## src/cei_cfg.svh

```systemverilog
// Constants for the CAN error counter, status and interrupt flag block.
// Assumes a single 100 MHz core clock; counts are in bus bits or events.
`ifndef CEI_CFG_SVH
`define CEI_CFG_SVH
`define CEI_WARN_LIMIT    9'h060
`define CEI_PASSIVE_LIMIT 9'h080
`define CEI_BUSOFF_LIMIT  9'h100
`define CEI_TX_ERR_STEP   9'h008
`define CEI_RX_ERR_STEP   8'h08
`define CEI_REC_RELOAD    8'h77
`define CEI_REC_RECOVER   8'h80
`define CEI_RUN_LAST      4'ha
`define CEI_GRANT_RST     1'b1
`define CEI_SEEN_RST      1'b1
`endif

```

## src/cei_pkg.sv

```systemverilog
// Types shared by the CAN error counter, status and interrupt flag block.
// Assumes cei_cfg.svh is included by the design files that need numbers.
package cei_pkg;
  typedef enum logic [1:0] {
    ERR_ACTIVE  = 2'b00,
    ERR_PASSIVE = 2'b01,
    BUS_OFF     = 2'b10
  } cei_err_state_t;

  // Flags that hardware sets and software clears by writing a one.
  typedef struct packed {
    logic writeDenied;
    logic wakeup;
    logic busOff;
    logic passive;
    logic warnLevel;
    logic stampOvf;
  } cei_sticky_t;

  typedef struct packed {
    logic        mbEvent;
    logic        abortAck;
    logic        msgLost;
    logic        timeout;
    cei_sticky_t sticky;
  } cei_fbits_t;

  typedef struct packed {
    cei_fbits_t bits;
    logic [4:0] vector;
  } cei_flags_t;

  // Same-clock status and event pulses from the protocol engine.
  typedef struct packed {
    logic rxBusy;
    logic txBusy;
    logic bitTick;
    logic txErr;
    logic txOk;
    logic rxErr1;
    logic rxErr8;
    logic rxOk;
  } cei_proto_t;
endpackage

```

## src/cei_status_irq.sv

```systemverilog
// Status bits, CAN error counters and two-line interrupt flag logic.
// Assumes all inputs except busRxPin are on core_clk; busRxPin is a raw pin.
`timescale 1ns/1ps
`default_nettype none
`include "cei_cfg.svh"

module cei_status_irq (
  input  wire logic                 core_clk,          // Core clock, 100 MHz.
  input  wire logic                 rst_n,             // Asynchronous reset, active low.
  input  wire logic                 busRxPin,          // Raw CAN receive pin.
  input  wire logic                 initReq,           // Initialization mode requested.
  input  wire logic                 powerDownReq,      // Power-down mode requested.
  input  wire logic                 cfgWriteReq,       // CPU configuration write attempt.
  input  wire logic                 autoBusRecoveryEn, // Automatic bus-on enable.
  input  wire logic                 globalLineSelect,  // Line for global flags.
  input  wire cei_pkg::cei_fbits_t  globalMask,        // Line enables per flag.
  input  wire logic [31:0]          mailboxMask,       // Mailbox interrupt masks.
  input  wire logic [31:0]          mailboxLevel,      // Mailbox line select.
  input  wire logic [31:0]          mailboxEvent,      // Mailbox event pulses.
  input  wire logic [31:0]          mailboxClr,        // Write-1 to tx ack / rx pending.
  input  wire logic [31:0]          timeoutStatus,     // Mailbox time-out status levels.
  input  wire logic                 abortAckAny,       // Abort acknowledge pending.
  input  wire logic                 msgLostAny,        // Receive message lost pending.
  input  wire logic                 writeDeniedEvt,    // Denied mailbox write pulse.
  input  wire logic                 wakeupEvt,         // Wake-up pulse.
  input  wire logic                 stampMsb,          // Time-stamp counter msb.
  input  wire cei_pkg::cei_sticky_t clrLine0,          // Write-1 clears, line 0.
  input  wire cei_pkg::cei_sticky_t clrLine1,          // Write-1 clears, line 1.
  input  wire cei_pkg::cei_proto_t  proto,             // Protocol engine status.
  output logic                      configWriteGrant,  // Config write access granted.
  output logic                      cfgWriteAccept,    // Config write performed.
  output logic                      powerdownAck,      // In power-down mode.
  output logic                      rxActive,          // Receiving a message.
  output logic                      txActive,          // Transmitting a message.
  output logic                      busOff,            // Bus-off state.
  output logic [8:0]                txErrorCount,      // Transmit error counter.
  output logic [7:0]                rxErrorCount,      // Receive error counter.
  output cei_pkg::cei_flags_t       flagRegLine0,      // Flag register, line 0.
  output cei_pkg::cei_flags_t       flagRegLine1,      // Flag register, line 1.
  output logic                      irqLine0,          // Interrupt line 0.
  output logic                      irqLine1           // Interrupt line 1.
);

  typedef struct packed {
    logic [1:0]              rxSync;
    logic                    rxSeenHigh;
    logic                    grant;
    logic                    cfgAccept;
    logic                    pdAck;
    logic                    rxAct;
    logic                    txAct;
    logic [8:0]              tec;
    logic [7:0]              rec;
    logic [3:0]              runLen;
    cei_pkg::cei_err_state_t errSt;
    logic                    offState;
    logic                    initPrev;
    logic                    stampPrev;
    logic [31:0]             mbPend;
    cei_pkg::cei_sticky_t    sticky0;
    cei_pkg::cei_sticky_t    sticky1;
    cei_pkg::cei_flags_t     line0;
    cei_pkg::cei_flags_t     line1;
    logic                    irq0;
    logic                    irq1;
  } cei_state_t;

  cei_state_t st;
  cei_state_t next_st;

  // Highest set index; zero when nothing is pending.
  function automatic logic [4:0] cei_highest(input logic [31:0] v);
    logic [4:0] idx;
    idx = 5'h00;
    for (int i = 0; i < 32; i++)
    begin
      if (v[i])
        idx = 5'(i);
    end
    return idx;
  endfunction

  logic                 leaveInit;
  logic                 rxHigh;
  logic                 warnNow;
  logic                 warnNext;
  logic [31:0]          pend0;
  logic [31:0]          pend1;
  cei_pkg::cei_sticky_t stEvt;
  logic                 clrHit0;
  logic                 clrHit1;

  // Whole next state; the pin is read only after the second sync stage.
  always_comb
  begin
    next_st   = st;
    rxHigh    = st.rxSync[1];
    leaveInit = st.initPrev & ~initReq;
    next_st.rxSync    = {st.rxSync[0], busRxPin};
    next_st.initPrev  = initReq;
    next_st.stampPrev = stampMsb;

    if (st.grant)
      next_st.rxSeenHigh = 1'b0;
    else if (rxHigh)
      next_st.rxSeenHigh = 1'b1;
    next_st.grant = initReq & (st.grant | st.rxSeenHigh);
    next_st.cfgAccept = cfgWriteReq & st.grant;

    case (st.errSt)
      cei_pkg::BUS_OFF:
      begin
        if (proto.bitTick)
        begin
          if (!rxHigh)
            next_st.runLen = 4'h0;
          else if (st.runLen == `CEI_RUN_LAST)
          begin
            next_st.runLen = 4'h0;
            next_st.rec    = st.rec + 8'h01;
          end
          else
            next_st.runLen = st.runLen + 4'h1;
        end
        if (autoBusRecoveryEn && st.rec == `CEI_REC_RECOVER)
        begin
          next_st.errSt  = cei_pkg::ERR_ACTIVE;
          next_st.tec    = 9'h000;
          next_st.rec    = 8'h00;
          next_st.runLen = 4'h0;
        end
      end
      cei_pkg::ERR_ACTIVE, cei_pkg::ERR_PASSIVE:
      begin
        if (proto.txErr)
          next_st.tec = (st.tec >= `CEI_BUSOFF_LIMIT - `CEI_TX_ERR_STEP) ?
                        `CEI_BUSOFF_LIMIT : st.tec + `CEI_TX_ERR_STEP;
        else if (proto.txOk && st.tec != 9'h000)
          next_st.tec = st.tec - 9'h001;
        if (proto.rxOk)
          next_st.rec = ({1'b0, st.rec} >= `CEI_PASSIVE_LIMIT) ? `CEI_REC_RELOAD :
                        (st.rec != 8'h00) ? st.rec - 8'h01 : 8'h00;
        else if ({1'b0, st.rec} < `CEI_PASSIVE_LIMIT)
        begin
          if (proto.rxErr8)
            next_st.rec = st.rec + `CEI_RX_ERR_STEP;
          else if (proto.rxErr1)
            next_st.rec = st.rec + 8'h01;
        end
        if (next_st.tec >= `CEI_BUSOFF_LIMIT)
        begin
          next_st.errSt  = cei_pkg::BUS_OFF;
          next_st.rec    = 8'h00;
          next_st.runLen = 4'h0;
        end
        else if (next_st.tec >= `CEI_PASSIVE_LIMIT ||
                 {1'b0, next_st.rec} >= `CEI_PASSIVE_LIMIT)
          next_st.errSt = cei_pkg::ERR_PASSIVE;
        else
          next_st.errSt = cei_pkg::ERR_ACTIVE;
      end
      default:
        next_st.errSt = cei_pkg::ERR_ACTIVE;
    endcase

    if (leaveInit)
    begin
      next_st.errSt  = cei_pkg::ERR_ACTIVE;
      next_st.tec    = 9'h000;
      next_st.rec    = 8'h00;
      next_st.runLen = 4'h0;
    end

    // power-down acknowledge, entered only between frames.
    next_st.pdAck = powerDownReq & (st.pdAck | (~proto.rxBusy & ~proto.txBusy));
    next_st.rxAct = proto.rxBusy & (next_st.errSt != cei_pkg::BUS_OFF);
    next_st.txAct = proto.txBusy & (next_st.errSt != cei_pkg::BUS_OFF);
    // bus-off status kept in a flop so the pin has no decode behind it.
    next_st.offState = next_st.errSt == cei_pkg::BUS_OFF;

    // Warning is not raised by the recovery count during bus-off.
    warnNow  = st.errSt != cei_pkg::BUS_OFF &&
               (st.tec >= `CEI_WARN_LIMIT || {1'b0, st.rec} >= `CEI_WARN_LIMIT);
    warnNext = next_st.errSt != cei_pkg::BUS_OFF &&
               (next_st.tec >= `CEI_WARN_LIMIT ||
                {1'b0, next_st.rec} >= `CEI_WARN_LIMIT);

    stEvt.writeDenied = writeDeniedEvt | (cfgWriteReq & ~st.grant);
    stEvt.wakeup      = wakeupEvt;
    stEvt.busOff      = next_st.errSt == cei_pkg::BUS_OFF && st.errSt != cei_pkg::BUS_OFF;
    stEvt.passive     = next_st.errSt == cei_pkg::ERR_PASSIVE &&
                        st.errSt != cei_pkg::ERR_PASSIVE;
    stEvt.warnLevel   = warnNext & ~warnNow;
    stEvt.stampOvf    = stampMsb & ~st.stampPrev;

    next_st.sticky0 = st.sticky0 & ~clrLine0;
    next_st.sticky1 = st.sticky1 & ~clrLine1;
    if (globalLineSelect)
      next_st.sticky1 = next_st.sticky1 | stEvt;
    else
      next_st.sticky0 = next_st.sticky0 | stEvt;

    next_st.mbPend = (st.mbPend & ~mailboxClr) | (mailboxEvent & mailboxMask);
    pend0 = next_st.mbPend & ~mailboxLevel;
    pend1 = next_st.mbPend & mailboxLevel;

    next_st.line0.bits.sticky   = next_st.sticky0;
    next_st.line1.bits.sticky   = next_st.sticky1;
    next_st.line0.bits.abortAck = abortAckAny & ~globalLineSelect;
    next_st.line1.bits.abortAck = abortAckAny & globalLineSelect;
    next_st.line0.bits.msgLost  = msgLostAny & ~globalLineSelect;
    next_st.line1.bits.msgLost  = msgLostAny & globalLineSelect;
    next_st.line0.bits.timeout  = |(timeoutStatus & ~mailboxLevel);
    next_st.line1.bits.timeout  = |(timeoutStatus & mailboxLevel);
    next_st.line0.bits.mbEvent  = |pend0;
    next_st.line1.bits.mbEvent  = |pend1;
    next_st.line0.vector = cei_highest(pend0);
    next_st.line1.vector = cei_highest(pend1);

    clrHit0 = (|clrLine0) | (|(mailboxClr & ~mailboxLevel));
    clrHit1 = (|clrLine1) | (|(mailboxClr & mailboxLevel));
    next_st.irq0 = (|(next_st.line0.bits & globalMask)) & ~(clrHit0 & st.irq0);
    next_st.irq1 = (|(next_st.line1.bits & globalMask)) & ~(clrHit1 & st.irq1);
  end

  // State register; every output below is a field of it.
  always_ff @(posedge core_clk or negedge rst_n)
  begin
    if (!rst_n)
    begin
      st            <= '0;
      st.grant      <= `CEI_GRANT_RST;
      st.rxSeenHigh <= `CEI_SEEN_RST;
    end
    else
      st <= next_st;
  end

  assign txErrorCount     = st.tec;
  assign rxErrorCount     = st.rec;
  assign configWriteGrant = st.grant;
  assign cfgWriteAccept   = st.cfgAccept;
  assign powerdownAck     = st.pdAck;
  assign rxActive         = st.rxAct;
  assign txActive         = st.txAct;
  assign busOff           = st.offState;
  assign flagRegLine0     = st.line0;
  assign flagRegLine1     = st.line1;
  assign irqLine0         = st.irq0;
  assign irqLine1         = st.irq1;
endmodule
`default_nettype wire

```

## config.mk

```make
export PLATFORM = sky130hd
export DESIGN_NAME = cei_status_irq
export DESIGN_NICKNAME = d
export VERILOG_FILES = /design/src/cei_pkg.sv /design/src/cei_status_irq.sv
export VERILOG_INCLUDE_DIRS = /design/src
export SDC_FILE = /design/constraint.sdc
export NUM_CORES = 1
export LEC_CHECK = 0
export BUFFER_PORTS_ARGS = -buffer_cell sky130_fd_sc_hd__buf_2
export CORE_ASPECT_RATIO = 1.4
export CORE_MARGIN = 4
export CORE_UTILIZATION = 45
export CTS_CLUSTER_DIAMETER = 30
export DETAILED_ROUTE_END_ITERATION = 16
export HOLD_SLACK_MARGIN = 0.02
export PLACE_DENSITY = 0.74
export SYNTH_ARGS = -nofsm -noshare
export SYNTH_HDL_FRONTEND = slang
export SYNTH_SLANG_ARGS = --single-unit
```

## constraint.sdc

```tcl
create_clock -name core_clk -period 4.4 [get_ports core_clk]
set_input_delay 0.88 -clock core_clk [delete_from_list [all_inputs] [get_ports core_clk]]
set_output_delay 0.88 -clock core_clk [all_outputs]
set_load 0.02 [all_outputs]
```

[Word-level counts from Yosys, hierarchy flattened]
Index checks and enable logic that the tools add are counted.
Word-level totals
  register bits: 98
  input port bits: 203
  output and inout port bits: 55
  logic and storage cells: 232
Operators by class
  $add $sub $neg: 6
  order comparisons: 10
  eq/ne operators: 11
  multiplexer cells: 89
  bitwise gates (word level): 51
  reductions and logical operators: 26
Operator list (number)
  2-to-1 mux 5 bit: 60
  bitwise AND 32 bit: 8
  OR reduction 32 bit: 6
  2-to-1 mux 8 bit: 9
  NOT 32 bit: 2
  2-to-1 mux 23 bit: 2
  one-hot mux 21 bit (2 select lines): 1
  2-to-1 mux 9 bit: 4
  bitwise OR 32 bit: 1
  2-to-1 mux 12 bit: 2
  bitwise AND 10 bit: 2
  OR reduction 10 bit: 2
  bitwise AND 1 bit: 18
  greater-or-equal comparator 9 x 7 -> 1 bit, second input constant: 2
  greater-or-equal comparator 9 x 8 -> 1 bit, second input constant: 2
  greater-or-equal comparator 8 x 7 -> 1 bit, second input constant: 2
  greater-or-equal comparator 8 bit, second input constant: 2
  bitwise AND 6 bit: 2
  2-to-1 mux 6 bit: 2
  NOT 6 bit: 2
  bitwise OR 6 bit: 2
  OR reduction 6 bit: 2
  adder 9 x 4 -> 9 bit, second input constant: 1
  greater-or-equal comparator 9 bit, second input constant: 1
  other kinds (29): 56

[Logic depth before layout (Yosys ltp)]
  depth in word-level cells: 35
  gate-level depth with buffers: 11
  gate-level depth less buffers: 10

[Least setup slack after synthesis]
Ideal clock, no wire load.
  path type: input -> register
  start: in proto[4] (netlist bit)
  end: reg st, in the netlist irqLine1
  arrival: 2818 ps
  required time: 4264 ps
  setup slack: 1446 ps
  cell stages on the path: 8
  buffers on the path: 0
  cell sequence: or4_4 -> or4b_4 -> nand4_2 -> o221ai_2 -> a2111oi_4 -> a311oi_1 -> o21ai_1 -> a31oi_1
RTL lines
  start: declaration: RTL line cei_status_irq.sv:29  | input wire cei_pkg::cei_proto_t proto,
  end signal: assignment: RTL line cei_status_irq.sv:236  | st <= next_st;
  end: declaration: RTL line cei_status_irq.sv:68  | cei_state_t st;

==> run summary <==
status = complete, no violations
worst-case clock buffer depth = 2
grt total ovfl = 0
reg2reg setup slack = 1.04 ns
leading area contributor after synthesis = dfrtp_1
vias per inst = 6.20
CP Class = in -> reg
Layout area overhead = 20.0%
final layout net count = 1295
Power Density = 427 nW/um2
crit start category = primary input
post-synth top area share = 0.340
Clock Latency Late Sink = 0.35 ns
CTS H-tree depth = 3
met2 usage = 0.584
critical path's largest stage delay = 1.05 ns
Num CTS Buffers = 9
unique cell type count in the Yosys netlist = 83
Final Max Slew Viols = 0
Crit path required time = 4.62 ns
total wire length = 30.1 mm
syn_nets = 1087
CP Capture Type = flop
Root Driver = clkbuf_16
Mapped Cells = 873
die width = 114 um
sequential-to-total area share from yosys stat = 0.347
Worst path depth = 9
Fin. Hold Viols = 0
GR Util met3 = 0.0557
WL per Instance = 23.5 um
critical path cell sequence = buf_2 -> inv_1 -> a22o_1 -> a2111oi_0 -> o2111ai_1 -> or3_1 -> a221o_1 -> a221oi_1 -> a21oi_1
Pleak = 4.18 nW
Worst R2R Path Depth = 7
number of synthesized flops with an enable pin = 0
worst-margin pin slew = 1.17 ns
Global Route Usage Sum = 0.330
hpwl dp = 25.1 mm
initial core utilization = 0.464
Sink Count = 98
R2R Path Start = st[49]
count leader, synth = nand2_1
fill count = 1493
initial antenna violation count = 2
Post-CTS Setup Inserts = 0
ys async rst share = 1.00
row count = 53
Slowest-stage cell, CP = a2111oi_0
Placeable Area = 15300 um2
Iteration-0 DRC Markers = 728
Final ANT Viol Nets = 0
reg2reg end = irqLine0
post-CTS resize count = 0
Synth area leaders = dfrtp_1 (34%), nand2_1 (6.6%), buf_4 (5.0%), a21oi_1 (4.2%), inv_1 (4.1%)
M1 GR Usage = 0.368
Mean Syn Cell Area = 8.10 um2
fin worst setup slack = 0.748 ns
Worst IR Drop VDD = 0.271 mV
Layout Skew = 0.00964 ns
post-layout min period = 3.65 ns
Residual DRC = 0
clock slew at reported path FFs = 0.07 ns
worst hold path class = reg -> reg
Ys Warns = 0
CTS tree = done
Worst Hold Margin = 0.367 ns
crit path buf inv count = 2
top post-synthesis cells by count = nand2_1 (124), dfrtp_1 (96), inv_1 (77)
share of cells above drive strength 1 = 0.276
chip height = 156 um
vias = 7931
grt peak-use layer = met2
pre-CTS setup slack = 0.445 ns
Most used DFF post-synth = dfrtp_1
max cap viols = 0
RSZ-0062 raised after global routing = no
setup TNS = 0 ns
Largest delay share family, worst path = compound AO/OA/AOI/OAI gates
vias in the first global route = 7921
Worst slew margin = 0.200
Post-CTS Hold Buffers = 0
largest net degree at the start of global routing = 38
first-pass GRT wire length = 44.5 mm
Max Fclk = 0.274 GHz
Setup Viol. Count Final = 0
die area = 17800 um2
period utilization = 0.830
launch point of the worst path = mailboxClr[5]
Port Buffer Count = 257
gpl congestion = 0.993
Mapped Area = 7070 um2
DR pass1 iterations = 5
Crit Path Max Fanout = 6
register bit total from synthesis = 98
crit path to = irqLine0
num ports = 258
critical path arrival = 3.87 ns
==> state kept, by name (all words and copies together) (netlist names) <==
register          count
busOff                1
irqLine0              1
irqLine1              1
flagRegLine1         15
powerdownAck          1
st                   41
rxActive              1
txErrorCount          9
txActive              1
rxHigh                1
flagRegLine0         15
next_st               1
cfgWriteAccept        1
rxErrorCount          8
configWriteGrant      1
==> per-layer routing <==
layer  vias up  share of wire
met4         2          0.063
met1      3726           0.35
met2       498           0.50
met3       106          0.085
met5         -        0.00043
li1       3599              -
==> how the worst min path moves through the flow <==
| stage | start | endpoint | slack (ns) | cells after the start |
|---|---|---|---|---|
| after floorplan | next_st[109] | rxHigh | 0.33 | 0 |
| after CTS | next_st[109] | rxHigh | 0.38 | 0 |
| after global placement | next_st[109] | rxHigh | 0.34 | 0 |
| after global routing | next_st[109] | rxHigh | 0.38 | 0 |
| after detailed placement | next_st[109] | rxHigh | 0.36 | 0 |
| final | next_st[109] | rxHigh | 0.37 | 0 |
==> power breakdown <==
part / internal (W) / leakage, nW / switching, W
combinational: 0.000605 / 2.85 / 0.000966
sequential: 0.00106 / 1.19 / 0.000227
clock: 0.000391 / 0.134 / 0.000383
==> placed cells by master (no fill, tap or decap), types with 10 or more instances in the layout <==
cell,n
ha_1,11
a22oi_1,27
nand2b_1,35
nand2_1,124
a221oi_1,22
o21ai_0,43
buf_2,256
dfrtp_1,96
nor2_1,51
nor4_1,13
inv_1,77
nor3_1,14
a21oi_1,60
a31oi_1,12
nand4_1,12
nand3_1,26
a22o_1,23
nor2b_1,10
==> cell families after synthesis <==
logic type               synth area share
AO/OA/AOI/OAI                       0.284
XOR/XNOR                          0.00495
adder cells (fa/ha/maj)            0.0195
buffers and inverters               0.102
flip-flops                          0.347
AND/OR/NAND/NOR                     0.242
==> through the flow <==
step | area (um2) | utilization | instances | power, W
after global routing | 8480 | 0.556 | 1278 | 0.00383
after global placement | 8210 | 0.538 | 1262 | 0.00283
after floorplan | 7070 | - | 873 | 0.00239
after detailed placement | 8210 | 0.538 | 1262 | 0.00284
final | 8490 | 0.556 | 1279 | 0.00363
after CTS | 8480 | 0.556 | 1278 | 0.00362
==> cell type report <==
cell class | count | area, um2 | area share
diodes | 1 | 2.50 | 0.000295
clock buffers | 10 | 229 | 0.0270
clock inverters | 6 | 47.5 | 0.00560
inverters | 78 | 293 | 0.0345
multi-input cells | 632 | 3890 | 0.459
flip-flops and latches | 98 | 2450 | 0.289
well taps | 192 | 240 | 0.0283
repair buffers | 262 | 1330 | 0.156
(Power assumes the default switching activity.)
